### src/mac_pace_pkg.sv
// Constants, field layouts and carrier types for the MAC pacing and pause block.
// Assumes a single 125 MHz MAC clock and a 100 Mb/s medium for bit times.
package mac_pace_pkg;

  // ***************************************************************
  // Timing.
  // ***************************************************************
  localparam int CLK_PERIOD_NS  = 8;     // MAC clock period.
  localparam int SLOT_TIME_NS   = 5120;  // 512 bit times at 100 Mb/s.
  localparam int IPG_TIME_NS    = 960;   // 96 bit times at 100 Mb/s.
  // A slot is a period to keep, so it rounds down; a gap is a least time, so it rounds up.
  localparam int SLOT_CYCLES    = SLOT_TIME_NS / CLK_PERIOD_NS;
  localparam int IPG_CYCLES     = (IPG_TIME_NS + CLK_PERIOD_NS - 1) / CLK_PERIOD_NS;
  localparam int PACE_GAP_MULT  = 4;     // Stretched gap in normal gaps.
  localparam int GAP_W          = 10;    // Holds four gaps.
  localparam int SLOT_W         = 10;    // Holds one slot.

  // ***************************************************************
  // Counter widths, loads and reset values.
  // ***************************************************************
  localparam int          PACE_W          = 5;
  localparam int          PAUSE_W         = 16;
  localparam logic [4:0]  PACE_LOAD       = 5'h1F;
  localparam logic [4:0]  PACE_RST        = 5'h00;
  localparam logic [15:0] RX_PAUSE_LOAD   = 16'hFF00;
  localparam logic [15:0] PAUSE_ADVERTISE = 16'hFFFF;
  localparam logic [15:0] PAUSE_RST       = 16'h0000;
  localparam logic [20:0] FILTER_RST      = 21'h000000;

  // ***************************************************************
  // Register byte offsets on the APB.
  // ***************************************************************
  localparam logic [7:0] OFS_PACE     = 8'h00;
  localparam logic [7:0] OFS_RX_PAUSE = 8'h04;
  localparam logic [7:0] OFS_TX_PAUSE = 8'h08;
  localparam logic [7:0] OFS_FILTER   = 8'h0C;

  // ***************************************************************
  // Filter entry low word field positions.
  // ***************************************************************
  localparam int FLT_VALID_BIT = 20;
  localparam int FLT_SEL_BIT   = 19;
  localparam int FLT_CHAN_LSB  = 16;
  localparam int FLT_B0_LSB    = 8;
  localparam int FLT_B1_LSB    = 0;
  localparam int FLT_W         = 21;

  // Filter entry low word; the packing matches bits 20 down to 0.
  typedef struct packed {
    logic       valid;
    logic       match_or_reject_select;
    logic [2:0] channel;
    logic [7:0] station_byte_zero;
    logic [7:0] station_byte_one;
  } filter_entry_t;

  // Outcome of one transmitted frame, qualified by done.
  typedef struct packed {
    logic done;
    logic collided;
    logic deferred;
  } tx_outcome_t;

  // Filter verdict for one received address.
  typedef struct packed {
    logic       accept;
    logic       reject;
    logic [2:0] channel;
  } filter_hit_t;

endpackage

### src/addr_filter_match.sv
// Compares one filter entry against the low two bytes of a received address.
// Assumes the entry and address are stable flip-flop values on one clock.
`timescale 1ns/10ps
module addr_filter_match
  import mac_pace_pkg::*;
#(
  parameter int BYTES = 2
) (
  input  wire filter_entry_t       entry_in,
  input  wire logic [BYTES*8-1:0]  addr_in,
  input  wire logic                addr_valid_in,
  output filter_hit_t              hit_out
);

  // ***************************************************************
  // Per-byte compare.
  // ***************************************************************
  logic [BYTES-1:0]   byte_eq;  // One bit per matching byte.
  logic [BYTES*8-1:0] ref_addr; // Entry bytes in address order.

  assign ref_addr = {entry_in.station_byte_zero, entry_in.station_byte_one};

  genvar g;
  generate
    for (g = 0; g < BYTES; g = g + 1) begin : g_byte
      assign byte_eq[g] = (addr_in[g*8 +: 8] == ref_addr[g*8 +: 8]);
    end
  endgenerate

  // ***************************************************************
  // Verdict.
  // ***************************************************************
  // An invalid entry never produces a verdict of either kind.
  always_comb begin
    hit_out = '0;
    if (addr_valid_in && entry_in.valid && (&byte_eq)) begin
      if (entry_in.match_or_reject_select) begin
        hit_out.accept  = 1'b1;
        hit_out.channel = entry_in.channel;
      end else begin
        // The channel is meaningless for a reject entry, so it stays zero.
        hit_out.reject = 1'b1;
      end
    end
  end

endmodule // addr_filter_match

### src/mac_pace_top.sv
// Transmit pacing, pause timers and one address filter entry of a MAC port.
// Assumes framer strobes arrive on MCLK_IN and an APB master drives the bus.
//
// The placing of the registers and the APB slave port were chosen for this implementation.
`timescale 1ns/10ps
module mac_pace_top
  import mac_pace_pkg::*;
#(
  parameter int SLOT_CYC = SLOT_CYCLES,
  parameter int IPG_CYC  = IPG_CYCLES
) (
  input  wire logic         MCLK_IN,
  input  wire logic         SYS_RST_IN,
  // APB slave.
  input  wire logic         PSEL_IN,
  input  wire logic         PENABLE_IN,
  input  wire logic         PWRITE_IN,
  input  wire logic [7:0]   PADDR_IN,
  input  wire logic [31:0]  PWDATA_IN,
  output logic [31:0]       PRDATA_OUT,
  output logic              PREADY_OUT,
  output logic              PSLVERR_OUT,
  // Framer side.
  input  wire tx_outcome_t  TX_OUTCOME_IN,
  input  wire logic         PAUSE_SENT_IN,
  input  wire logic         RX_PAUSE_SEEN_IN,
  input  wire logic [15:0]  RX_PAUSE_QUANTA_IN,
  input  wire logic         RX_CONGESTED_IN,
  output logic              TX_START_OK_OUT,
  output logic              SEND_PAUSE_OUT,
  output logic [15:0]       PAUSE_TIME_OUT,
  // Receive address filter.
  input  wire logic [15:0]  RX_DA_LOW_IN,
  input  wire logic         RX_DA_VALID_IN,
  output filter_hit_t       RX_FILTER_HIT_OUT
);

  // ***************************************************************
  // Slot tick.
  // ***************************************************************
  logic [SLOT_W-1:0] slot_cnt;      // Cycles left in this slot.
  logic [SLOT_W-1:0] next_slot_cnt; // Next slot count.
  logic              slot_tick;     // High in the last cycle of a slot.

  // Free-running divider; both pause timers share it, so a timer load
  // can land anywhere within a slot and the first step may come early.
  always_comb begin
    slot_tick = (slot_cnt == '0);
    if (slot_tick) begin
      next_slot_cnt = SLOT_W'(SLOT_CYC - 1);
    end else begin
      next_slot_cnt = slot_cnt - 1'b1;
    end
  end

  // Slot divider register.
  always_ff @(posedge MCLK_IN or posedge SYS_RST_IN) begin
    if (SYS_RST_IN) begin
      slot_cnt <= '0;
    end else begin
      slot_cnt <= next_slot_cnt;
    end
  end

  // ***************************************************************
  // Pacing count and inter-packet gap.
  // ***************************************************************
  logic [PACE_W-1:0] pacing_count;      // Current pacing value.
  logic [PACE_W-1:0] next_pacing_count; // Next pacing value.
  logic [GAP_W-1:0]  gap_cnt;           // Gap cycles still to wait.
  logic [GAP_W-1:0]  next_gap_cnt;      // Next gap count.
  logic              tx_troubled;       // Frame collided or deferred.

  // The gap length is chosen from the pacing value before this frame's
  // own update, so the last paced frame still gets the long gap.
  always_comb begin
    tx_troubled       = TX_OUTCOME_IN.collided | TX_OUTCOME_IN.deferred;
    next_pacing_count = pacing_count;
    next_gap_cnt      = gap_cnt;
    if (gap_cnt != '0) begin
      next_gap_cnt = gap_cnt - 1'b1;
    end
    if (TX_OUTCOME_IN.done) begin
      if (tx_troubled) begin
        next_pacing_count = PACE_LOAD;
        next_gap_cnt      = GAP_W'(IPG_CYC);
      end else begin
        if (pacing_count != '0) begin
          next_pacing_count = pacing_count - 1'b1;
          next_gap_cnt      = GAP_W'(IPG_CYC * PACE_GAP_MULT);
        end else begin
          // Already at zero: the count holds and the gap is normal.
          next_gap_cnt = GAP_W'(IPG_CYC);
        end
      end
    end
  end

  // Pacing and gap registers.
  always_ff @(posedge MCLK_IN or posedge SYS_RST_IN) begin
    if (SYS_RST_IN) begin
      pacing_count <= PACE_RST;
      gap_cnt      <= '0;
    end else begin
      pacing_count <= next_pacing_count;
      gap_cnt      <= next_gap_cnt;
    end
  end

  // ***************************************************************
  // Pause timers.
  // ***************************************************************
  logic [PAUSE_W-1:0] flow_hold_countdown;      // Receive-side timer.
  logic [PAUSE_W-1:0] next_flow_hold_countdown; // Next receive-side value.
  logic [PAUSE_W-1:0] tx_pause_cnt;             // Transmit-side timer.
  logic [PAUSE_W-1:0] next_tx_pause_cnt;        // Next transmit-side value.
  logic               send_pause;               // Pause frame requested.
  logic               next_send_pause;          // Next request level.
  logic               start_ok;                 // New frame may start.
  logic               next_start_ok;            // Next start permission.

  // A pause request stands until the framer reports the frame sent.
  // A send wins over a fresh request in the same cycle, and the reload
  // on sending makes the timer nonzero so no new request follows it.
  always_comb begin
    next_flow_hold_countdown = flow_hold_countdown;
    next_tx_pause_cnt        = tx_pause_cnt;
    next_send_pause          = send_pause;
    if (PAUSE_SENT_IN) begin
      next_flow_hold_countdown = RX_PAUSE_LOAD;
      next_send_pause          = 1'b0;
    end else if (slot_tick && (flow_hold_countdown != '0)) begin
      next_flow_hold_countdown = flow_hold_countdown - 1'b1;
    end else if (RX_CONGESTED_IN && (flow_hold_countdown == '0)) begin
      // Timer expired while still congested: ask for another frame.
      next_send_pause = 1'b1;
    end
    if (RX_PAUSE_SEEN_IN) begin
      next_tx_pause_cnt = RX_PAUSE_QUANTA_IN;
    end else if (slot_tick && (tx_pause_cnt != '0)) begin
      next_tx_pause_cnt = tx_pause_cnt - 1'b1;
    end
    // Taken from next values so the output flop tracks both counters
    // with no extra cycle of lag.
    next_start_ok = (next_gap_cnt == '0) && (next_tx_pause_cnt == '0);
  end

  // Pause timer registers.
  always_ff @(posedge MCLK_IN or posedge SYS_RST_IN) begin
    if (SYS_RST_IN) begin
      flow_hold_countdown <= PAUSE_RST;
      tx_pause_cnt        <= PAUSE_RST;
      send_pause          <= 1'b0;
      start_ok            <= 1'b1;
    end else begin
      flow_hold_countdown <= next_flow_hold_countdown;
      tx_pause_cnt        <= next_tx_pause_cnt;
      send_pause          <= next_send_pause;
      start_ok            <= next_start_ok;
    end
  end

  // ***************************************************************
  // APB slave.
  // ***************************************************************
  filter_entry_t filter_entry;      // Filter entry low word.
  filter_entry_t next_filter_entry; // Next filter entry.
  logic          next_pready;       // Next ready.
  logic [31:0]   next_prdata;       // Next read data.
  logic          next_pslverr;      // Next error.
  logic          access;            // Access phase, not yet answered.
  logic          mapped;            // Address hits a register.

  // Every access waits one cycle, then answers with registered data.
  // Writes to the read-only counters complete without error and change nothing.
  always_comb begin
    access            = PSEL_IN & PENABLE_IN & ~PREADY_OUT;
    next_filter_entry = filter_entry;
    next_pready       = access;
    next_prdata       = '0;
    next_pslverr      = 1'b0;
    mapped            = 1'b1;
    unique case (PADDR_IN)
      OFS_PACE: begin
        next_prdata = {27'h0000000, pacing_count};
      end
      OFS_RX_PAUSE: begin
        next_prdata = {16'h0000, flow_hold_countdown};
      end
      OFS_TX_PAUSE: begin
        next_prdata = {16'h0000, tx_pause_cnt};
      end
      OFS_FILTER: begin
        next_prdata = {11'h000, filter_entry};
      end
      default: begin
        mapped = 1'b0;
      end
    endcase
    if (access) begin
      next_pslverr = ~mapped;
      if (PWRITE_IN) begin
        next_prdata = '0;
        if (PADDR_IN == OFS_FILTER) begin
          next_filter_entry = filter_entry_t'(PWDATA_IN[FLT_W-1:0]);
        end
        // Other mapped offsets are read-only and ignore the write.
      end else if (!mapped) begin
        next_prdata = '0;
      end
    end else begin
      next_prdata = '0;
    end
  end

  // APB registers; the entry stores at the edge that also raises ready.
  always_ff @(posedge MCLK_IN or posedge SYS_RST_IN) begin
    if (SYS_RST_IN) begin
      filter_entry <= filter_entry_t'(FILTER_RST);
      PREADY_OUT   <= 1'b0;
      PRDATA_OUT   <= '0;
      PSLVERR_OUT  <= 1'b0;
    end else begin
      filter_entry <= next_filter_entry;
      PREADY_OUT   <= next_pready;
      PRDATA_OUT   <= next_prdata;
      PSLVERR_OUT  <= next_pslverr;
    end
  end

  // ***************************************************************
  // Address filter.
  // ***************************************************************
  filter_hit_t hit; // Combinational verdict.

  // The entry write lands at the same edge as the bus answer, which is
  // harmless: software must not change an entry while receiving.
  addr_filter_match #(
    .BYTES (2)
  ) u_match (
    .entry_in      (filter_entry),
    .addr_in       (RX_DA_LOW_IN),
    .addr_valid_in (RX_DA_VALID_IN),
    .hit_out       (hit)
  );

  // ***************************************************************
  // Output registers.
  // ***************************************************************
  // Outputs are flopped once more so none comes from a gate.
  always_ff @(posedge MCLK_IN or posedge SYS_RST_IN) begin
    if (SYS_RST_IN) begin
      RX_FILTER_HIT_OUT <= '0;
      TX_START_OK_OUT   <= 1'b1;
      SEND_PAUSE_OUT    <= 1'b0;
      PAUSE_TIME_OUT    <= PAUSE_ADVERTISE;
    end else begin
      RX_FILTER_HIT_OUT <= hit;
      TX_START_OK_OUT   <= start_ok;
      SEND_PAUSE_OUT    <= send_pause;
      PAUSE_TIME_OUT    <= PAUSE_ADVERTISE;
    end
  end

endmodule // mac_pace_top

### config.mk
export PLATFORM = sky130hd
export DESIGN_NAME = mac_pace_top
export DESIGN_NICKNAME = d
export VERILOG_FILES = /design/src/mac_pace_pkg.sv /design/src/addr_filter_match.sv /design/src/mac_pace_top.sv
export SDC_FILE = /design/constraint.sdc
export NUM_CORES = 1
export LEC_CHECK = 0
export BUFFER_PORTS_ARGS = -buffer_cell sky130_fd_sc_hd__clkbuf_2
export CAP_MARGIN = 20
export CELL_PAD_IN_SITES_DETAIL_PLACEMENT = 1
export CELL_PAD_IN_SITES_GLOBAL_PLACEMENT = 1
export CORE_ASPECT_RATIO = 1.4
export CORE_MARGIN = 3
export CORE_UTILIZATION = 45
export DETAILED_ROUTE_END_ITERATION = 8
export HOLD_SLACK_MARGIN = 0.08
export PLACE_DENSITY_LB_ADDON = 0.1
export RECOVER_POWER = 100
export SLEW_MARGIN = 10
export SYNTH_ARGS = -nofsm -noshare
export SYNTH_HDL_FRONTEND = slang
export SYNTH_SLANG_ARGS = --single-unit
### constraint.sdc
create_clock -name MCLK_IN -period 8.3 [get_ports MCLK_IN]
set_input_delay 1.245 -clock MCLK_IN [delete_from_list [all_inputs] [get_ports MCLK_IN]]
set_output_delay 1.245 -clock MCLK_IN [all_outputs]
set_load 0.01 [all_outputs]
==> flow_metrics.tcl, run 1 <==
set metrics [dict create \
    cts_setup_buffers 0 \
    cts.sinks 110 \
    synth_area_leaders "dfrtp_1 (47%), mux2_2 (6.3%), xnor2_1 (4.9%)" \
    wl_per_cell_um 18.9 \
    clk_pin_slew_ns 0.08 \
    gr-usage-all-layers 0.217 \
    ios 141 \
    overflow 0 \
    grt_antenna_before_repair 0 \
    p_leak_nw 2.89 \
    synth.avg_cell_area_um2 10.6 \
    async_reset_ff_frac 1.00 \
    max_cap_violations 1 \
    end_kind "register" \
    peakVddDrop_uv 101 \
    dpl_cell_area_um2 6230 \
    clock_path_buffers 2 \
    die_w_um 101 \
    cts_made_buffers 9 \
    synth_edf_count 0 \
    synthDistinctLibCells 64 \
    cts_resized 0 \
    reg2reg_from "slot_cnt[0]" \
    yosys.area.top_type "dfrtp_1" \
    synth_seq_area_share 0.483 \
    final_area_um2 6490 \
    fmax_mhz 256 \
    finalHoldViolCount 0 \
    detail_route.iter0.violations 173 \
    relSlewSlack -0.681 \
    final_cell_mix "dfrtp_1 (108), clkbuf_2 (69), nor2_1 (44)" \
    drtPass1Iterations 4 \
    min_period_over_period 0.471 \
    setup_violations 0 \
    status "complete, but fails checks" \
    ys_ff_latch 110 \
    worstPathRequired_ns 8.54 \
    cp.arrival_ns 4.15 \
    period_needed_ns 3.91 \
    hp-class "register to register" \
    h-tree-depth 3 \
    portBuffers 102 \
    grt_start_max_net_pins 57 \
    rsz0062_at_grt "false" \
    synth_cells 538 \
    synth-main-ff-cell "dfrtp_1" \
    grt_pass1_vias 4702 \
    cts-root-buf "clkbuf_16" \
    setup_tns_ns 0 \
    final_common_cell "dfrtp_1" \
    finClkSkew_ns 0.00747 \
    synth_top_cell_area_share 0.474 \
    min_from "start_ok" \
    num_antenna_cells 0 \
    fin_util 0.525 \
    post-dp-hpwl_mm 11.2 \
    die_area_um2 14100 \
    cp_max_fo 11 \
    rows 48 \
    cts_tree "built" \
    totalWireLength_mm 14.9 \
    area_delta_synth_final_pct 13.8 \
    power.density_nw_per_um2 177 \
    grt_pass1_wl_mm 24.0 \
    clock_latency_ns 0.35 \
    worstMarginPinSlew_ns 2.51 \
    cts_hold_buffers 0 \
    slew_viol_final 56 \
    netlist_area_um2 5710 \
    ant_nets 0 \
    place.gp.congestion 0.789 \
    start_kind "register" \
    critPathKind "register to register" \
    initial_utilization 0.461 \
    yosysWarnings 0 \
    vias_per_cell 5.53 \
    fin_nets 725 \
    drive_gt1_frac 0.220 \
    die_y_um 139 \
    design.core.area_um2 12400 \
    fin_hold_ws_ns 0.365 \
    drc 0 \
    vias 4372 \
    violations "max-capacitance violations, max-slew violations" \
    worstSetupStartpoint "slot_cnt[0]" \
]
-- sequential cells by signal, summed over array words and instances (netlist names), 5 cells and up --
register             count
RX_FILTER_HIT_OUT        5
flow_hold_countdown     16
gap_cnt                 10
pacing_count             5
slot_cnt                10
PRDATA_OUT              21
filter_entry            21
tx_pause_cnt            16
-- cells by family after synthesis --
| kind of cell | share of synthesized area |
|---|---|
| other | 0.00132 |
| buffers and inverters | 0.0616 |
| DFF | 0.483 |
| xor gates and xnor gates | 0.0722 |
| AOI/OAI and AO/OA | 0.0803 |
| muxes | 0.0899 |
| adders and majority gates | 0.0132 |
| and+or+nand+nor | 0.199 |
-- power breakdown --
group | switching, mW | internal (mW) | total [mW] | leakage (nW)
clock | 0.202 | 0.254 | 0.456 | 0.157
sequential | 0.0246 | 0.551 | 0.575 | 1.38
combinational | 0.0659 | 0.0504 | 0.116 | 1.36
total | 0.293 | 0.855 | 1.15 | 2.89
-- layer usage --
metal  up-vias  GRT usage  wire [µm]
met4         0     0.0812        454
li1       2041          -          -
met5         -          0          0
met1      2197      0.261       5980
met3        30     0.0296        503
met2       104      0.386       7960
-- critical path, stage by stage (launching register included) --
cell	delay (ns)
dfrtp_1	0.41
inv_1	0.07
ha_1	0.20
or4b_1	0.48
nor3_1	1.05
o21ai_0	0.41
nor4_1	0.77
nand3_1	0.18
xor2_1	0.18
nand2b_1	0.07
-- cell type report --
cell class / instances / area, µm²
fill: 1405 / 5880
sequential: 110 / 2760
multi-input combinational: 392 / 2680
timing repair buffer: 103 / 477
clock buffer: 11 / 253
tap: 150 / 188
inverter: 19 / 72.6
clock inverter: 5 / 65.1
-- through the flow --
| step | worst slack, ns | instances | power, mW |
|---|---|---|---|
| finish | 4.39 | 790 | 1.15 |
| global route | 4.11 | 790 | 1.20 |
| CTS | 4.84 | 790 | 1.16 |
| detailed placement | 4.64 | 774 | 0.703 |
| global placement | 4.71 | 774 | 0.698 |
| floorplan | 4.16 | 563 | 0.663 |
-- synth_stat cells (3+ instances only) --
| cell | count |
|---|---|
| and3_1 | 8 |
| and2_1 | 7 |
| inv_1 | 19 |
| clkbuf_1 | 11 |
| xor2_1 | 15 |
| or3_1 | 3 |
| nand2_1 | 33 |
| ha_1 | 6 |
| xnor2_1 | 32 |
| nor2b_1 | 12 |
| o21a_1 | 3 |
| nor2_1 | 44 |
| nor4_1 | 14 |
| nand2b_1 | 9 |
| a21oi_1 | 9 |
| o31ai_1 | 3 |
| nor3_1 | 17 |
| a31oi_1 | 3 |
| o21ai_0 | 21 |
| a22oi_1 | 11 |
| mux2i_1 | 4 |
| dfrtp_1 | 108 |
| nor4b_1 | 6 |
| mux2_2 | 32 |
| or4_1 | 5 |
| nor3b_1 | 3 |
| buf_4 | 29 |
| nand3_1 | 9 |
| mux4_2 | 5 |
| nand3b_1 | 3 |
| nand4_1 | 8 |
-- worst paths after layout --
path	depth (start not counted)	slack, ns	endpoint
min	0	0.36	TX_START_OK_OUT
max	9	4.39	flow_hold_countdown[15]
min in group asynchronous	2	1.56	PRDATA_OUT[3]
max in group asynchronous	3	5.14	PRDATA_OUT[19]
min reg2reg	0	0.36	TX_START_OK_OUT
max reg2reg	9	4.39	flow_hold_countdown[15]
Power figures use the tool's default switching activity.
==> run 2, diff against run 1 <==
--- a/config.mk
+++ b/config.mk
@@ -11,7 +11,7 @@
 export CELL_PAD_IN_SITES_GLOBAL_PLACEMENT = 1
 export CORE_ASPECT_RATIO = 1.4
 export CORE_MARGIN = 3
-export CORE_UTILIZATION = 45
+export CORE_UTILIZATION = 37
 export DETAILED_ROUTE_END_ITERATION = 8
 export HOLD_SLACK_MARGIN = 0.08
 export PLACE_DENSITY_LB_ADDON = 0.1
==> constraint.sdc (replaced) <==
create_clock -name MCLK_IN -period 3.2 [get_ports MCLK_IN]
set_input_delay 0.48 -clock MCLK_IN [delete_from_list [all_inputs] [get_ports MCLK_IN]]
set_output_delay 0.48 -clock MCLK_IN [all_outputs]
set_load 0.01 [all_outputs]
==> run 2 against run 1 <==
  * Power grew to 2.6 times the previous value
  * Die area is 20% higher
  * Critical path type unchanged
  * Clock power grew to 2.5 times the previous value
  * Final cell count is 6.8% higher
  * Sequential power grew to 2.6 times the previous value
  * Clock skew hardly changed
  * The flow still finishes with violations (max-capacitance violations, max-slew violations)
  * Fmax is 31% higher
==> flow_metrics.tcl, run 2 (same netlist as run 1, synthesis figures left out) <==
set metrics [dict create \
    rsz0062_at_grt "false" \
    drc 0 \
    cp_cell_sequence "inv_1 -> ha_1 -> or3b_4 -> nor3_2 -> mux2i_1 -> o21ai_0 -> or4_1 -> or4b_1 -> and4b_1" \
    cts_setup_buffers 0 \
    place.gp.congestion 0.834 \
    period_needed_ns 2.99 \
    n_fill_cell 1751 \
    grt_antenna_before_repair 0 \
    grt_pass1_vias 4904 \
    violations "max-capacitance violations, max-slew violations" \
    pwr-share-comb 0.106 \
    setup_tns_ns 0 \
    clkPwrFrac 0.392 \
    clock_latency_ns 0.36 \
    die_y_um 153 \
    cp_max_fo 5 \
    ant_nets 0 \
    stdcell_count 844 \
    power.density_nw_per_um2 447 \
    p_sw_mw 0.775 \
    final_area_um2 6630 \
    final_cell_mix "dfrtp_1 (108), clkbuf_2 (72), nor2_1 (44)" \
    cts_tree "built" \
    status "complete, but fails checks" \
    drive_gt1_frac 0.233 \
    grt_pass1_wl_mm 25.6 \
    crit_family "simple AND/OR/NAND/NOR gates" \
    crit_slowest_cell "or4_1" \
    fin_nets 737 \
    cts_made_buffers 9 \
    multi_input_area_um2 2710 \
    totalWireLength_mm 15.6 \
    finalHoldViolCount 0 \
    die_w_um 111 \
    h-tree-depth 3 \
    cp.arrival_ns 3.28 \
    end_kind "register" \
    gr-usage-all-layers 0.189 \
    start_kind "register" \
    min_period_over_period 0.934 \
    finClkSkew_ns 0.00733 \
    dpl_cell_area_um2 6380 \
    setup_violations 0 \
    hp-class "input pin to asynchronous set/reset pin" \
    detail_route.iter0.violations 119 \
    clock_path_buffers 2 \
    vias_per_cell 5.19 \
    dp.cells 828 \
    ios 141 \
    wl_per_cell_um 18.5 \
    design.core.area_um2 15100 \
    num_antenna_cells 0 \
    worstPathRequired_ns 3.50 \
    p_leak_nw 2.93 \
    relSlewSlack -0.0811 \
    die_area_um2 17000 \
    slew_viol_final 90 \
    clk_pin_slew_ns 0.07 \
    fmax_mhz 335 \
    area_delta_synth_final_pct 16.2 \
    overflow 0 \
    p_seq_frac 0.502 \
    rows 53 \
    largestRegisters "PRDATA_OUT (21), filter_entry (21)" \
    cts-root-buf "clkbuf_16" \
    intPower_mw 2.19 \
    netSwitchingFraction 0.262 \
    max_cap_violations 2 \
    cts.sinks 110 \
    cp.buffers_inverters 1 \
    vias 4384 \
    worstMarginPinSlew_ns 1.62 \
    grt_start_max_net_pins 61 \
    p_total_mw 2.96 \
    final_common_cell "dfrtp_1" \
    post-dp-hpwl_mm 12.0 \
    portBuffers 102 \
    slowest_delay_ns 0.54 \
    initial_utilization 0.379 \
    drtPass1Iterations 4 \
    regArea_um2 2760 \
    critPathKind "register to register" \
    peakVddDrop_uv 199 \
]
run 2: power by group through the flow:
stage	combinational [mW]	clock [mW]	sequential, mW
3_3_place_gp	0.310	0	1.51
2_1_floorplan	0.229	0	1.49
5_1_grt	0.356	1.25	1.49
6_report	0.316	1.16	1.49
3_5_place_dp	0.318	0	1.51
4_1_cts	0.321	1.21	1.49
run 2: cell type report:
type | count | area share
Inverter | 19 | 0.0109
Clock inverter | 6 | 0.0113
Clock buffer | 10 | 0.0345
Timing Repair Buffer | 115 | 0.0821
Tap cell | 192 | 0.0362
Sequential cell | 110 | 0.416
Multi-Input combinational cell | 392 | 0.409
run 2: timing repair:
action / CTS / global route
endpoints found under the setup margin: 0 / 1
gates resized for setup: 0 / 4
hold buffers: 0 / 0
run 2: worst paths after layout:
path	start	to	slack [ns]	cells after the start
setup / recovery	gap_cnt[0]	start_ok	0.21	9
hold / removal	SYS_RST_IN	filter_entry[0]	0.27	2
setup reg to reg	gap_cnt[0]	start_ok	0.21	9
hold reg to reg	start_ok	TX_START_OK_OUT	0.37	0
max in group asynchronous	SYS_RST_IN	tx_pause_cnt[9]	0.96	3
min in group MCLK_IN	PWDATA_IN[17]	filter_entry[17]	0.35	2
run 2: worst reg2reg max path, cell delays in order, from the launching register on:
cell	delay [ns]
dfrtp_1	0.41
inv_1	0.12
ha_1	0.22
or3b_4	0.43
nor3_2	0.19
mux2i_1	0.19
o21ai_0	0.11
or4_1	0.54
or4b_1	0.47
and4b_1	0.26
run 2: through the flow:
| step | hold slack (ns) | utilization | setup WS [ns] |
|---|---|---|---|
| floorplan | 0.345 | - | 0.319 |
| global placement | 0.358 | 0.424 | 0.139 |
| detailed placement | 0.358 | 0.424 | 0.101 |
| CTS | 0.155 | 0.444 | 0.0510 |
| global route | 0.344 | 0.440 | 0.0278 |
| finish | 0.270 | 0.440 | 0.212 |
run 2: routing by layer:
metal  up-vias  routed length, µm  track usage
li1       2071                  -            -
met1      2208               6260        0.215
met2        87               8470        0.352
met3        18                512       0.0341
met4         0                351       0.0669
met5         -                  0            0
==> run 3, diff against run 2 <==
--- a/config.mk
+++ b/config.mk
@@ -16,6 +16,7 @@
 export HOLD_SLACK_MARGIN = 0.08
 export PLACE_DENSITY_LB_ADDON = 0.1
 export RECOVER_POWER = 100
+export REMOVE_ABC_BUFFERS = 1
 export SLEW_MARGIN = 10
 export SYNTH_ARGS = -nofsm -noshare
 export SYNTH_HDL_FRONTEND = slang
==> run 3 against run 2 <==
  * The flow still finishes with violations (max-capacitance violations, max-slew violations)
  * Sequential cell count is the same
  * Clock power is 6% lower
  * Critical path depth is the same
  * Clock skew up 0.0017 ns
  * Sequential power hardly changed
  * Sequential share of layout area increased by 0.25 points
  * Critical path type unchanged
  * Largest cell class unchanged
  * Largest power group unchanged
==> flow_metrics.tcl, run 3 (same netlist as run 1, synthesis figures left out) <==
set metrics [dict create \
    p_leak_nw 2.91 \
    r2r-end "start_ok" \
    portBuffers 102 \
    drc 0 \
    final_area_um2 6590 \
    grt_pass1_wl_mm 25.1 \
    power.density_nw_per_um2 439 \
    met1_usage 0.227 \
    min_to "filter_entry[0]" \
    totalWireLength_mm 15.4 \
    finalHoldViolCount 0 \
    dpl_cell_area_um2 6380 \
    die_area_um2 17000 \
    fin_hold_ws_ns 0.358 \
    use_met3 0.0329 \
    cts-root-buf "clkbuf_16" \
    drive_gt1_frac 0.229 \
    rr_worst_depth 9 \
    peakVddDrop_uv 222 \
    status "complete, but fails checks" \
    relSlewSlack -0.645 \
    cts.sinks 110 \
    violations "max-capacitance violations, max-slew violations" \
    grt_antenna_before_repair 0 \
    cts_made_buffers 9 \
    fin_util 0.438 \
    netSwitchingFraction 0.273 \
    setup_violations 0 \
    post-dp-hpwl_mm 11.8 \
    largestRegisters "PRDATA_OUT (21), filter_entry (21)" \
    vias 4363 \
    ant_nets 0 \
    vias_per_cell 5.17 \
    drtPass1Iterations 4 \
    detail_route.iter0.violations 135 \
    min_from "PWDATA_IN[0]" \
    initial_utilization 0.379 \
    multi_input_area_um2 2700 \
    num_antenna_cells 0 \
    fin_nets 737 \
    area_delta_synth_final_pct 15.5 \
    design.core.area_um2 15100 \
    grt_start_max_net_pins 111 \
    regArea_um2 2760 \
    clkPwrFrac 0.378 \
    die_y_um 153 \
    worstHoldPathCells 2 \
    finClkSkew_ns 0.00898 \
    grt.busiest_layer "met2" \
    p_sw_mw 0.791 \
    gr-usage-all-layers 0.185 \
    die_w_um 111 \
    cp.arrival_ns 3.33 \
    wl_per_cell_um 18.2 \
    slew_viol_final 111 \
    n_fill_cell 1704 \
    cts_tree "built" \
    fmax_mhz 329 \
    hp-class "input pin to register" \
    cp_max_fo 5 \
    max_cap_violations 1 \
    min_period_over_period 0.949 \
    grt_pass1_vias 4807 \
    final_common_cell "dfrtp_1" \
    place.gp.congestion 0.810 \
    clk_pin_slew_ns 0.08 \
    ios 141 \
    worstPathRequired_ns 3.49 \
    reg2reg_from "gap_cnt[0]" \
    period_needed_ns 3.04 \
    end_kind "register" \
    critPathKind "register to register" \
    gr-usage-met2 0.328 \
    rsz0062_at_grt "false" \
    worstMarginPinSlew_ns 2.47 \
    clock_latency_ns 0.35 \
    h-tree-depth 3 \
    start_kind "register" \
    intPower_mw 2.10 \
    p_seq_frac 0.513 \
    cts_hold_buffers 0 \
    pwr-share-comb 0.110 \
    overflow 0 \
    clock_path_buffers 2 \
    r2r_slack_ns 0.16 \
    final_cell_mix "dfrtp_1 (108), clkbuf_2 (70), nor2_1 (44)" \
    rows 53 \
    setup_tns_ns 0 \
]
==> run 3: how the worst max path moves through the flow <==
stage               slack (ns)            end        from
finish                    0.16       start_ok  gap_cnt[0]
detailed placement        0.04       start_ok  gap_cnt[0]
floorplan                -0.18  PRDATA_OUT[0]  SYS_RST_IN
global placement          0.13       start_ok  gap_cnt[0]
CTS                       0.03       start_ok  gap_cnt[0]
global route              0.01       start_ok  gap_cnt[0]
==> run 3: cell type report <==
cell class | count | area share
clock buffer | 9 | 0.0342
clock inverter | 7 | 0.00836
inverter | 19 | 0.0110
multi-input combinational | 392 | 0.409
sequential | 110 | 0.418
tap | 192 | 0.0365
timing repair buffer | 115 | 0.0824
==> run 3: worst max-delay path, stage by stage, from the launching register on <==
cell and delay (ns):
dfrtp_1 0.41, inv_1 0.13, ha_1 0.22, nor3b_4 0.28
and3_1 0.32, o311ai_1 0.15, nand4bb_1 0.23, or4_1 0.51
or4b_1 0.47, and4b_1 0.25
==> run 3: through the flow <==
step           std cells  setup WS, ns  total power, mW
2_1_floorplan        521        -0.179             1.68
3_3_place_gp         828         0.134             1.82
3_5_place_dp         828        0.0369             1.83
4_1_cts              844        0.0278             2.94
5_1_grt              844        0.0107             3.04
6_report             844         0.164             2.89
==> run 3: metal layers <==
metal | routed length, µm | share of wire
met5 | 0 | 0
met2 | 8010 | 0.52
met3 | 621 | 0.040
met4 | 260 | 0.017
met1 | 6460 | 0.42
==> run 3: power groups by stage <==
stage / sequential [mW] / combinational [mW] / clock (mW)
global placement: 1.51 / 0.316 / 0
detailed placement: 1.51 / 0.323 / 0
finish: 1.48 / 0.317 / 1.09
floorplan: 1.49 / 0.189 / 0
CTS: 1.48 / 0.324 / 1.13
global route: 1.49 / 0.358 / 1.19
==> run 3: what timing repair did <==
action | 4_1_cts | 5_1_grt
buffers inserted | 0 | 0
setup endpoints to repair | 0 | 1
gates resized for setup | 0 | 3
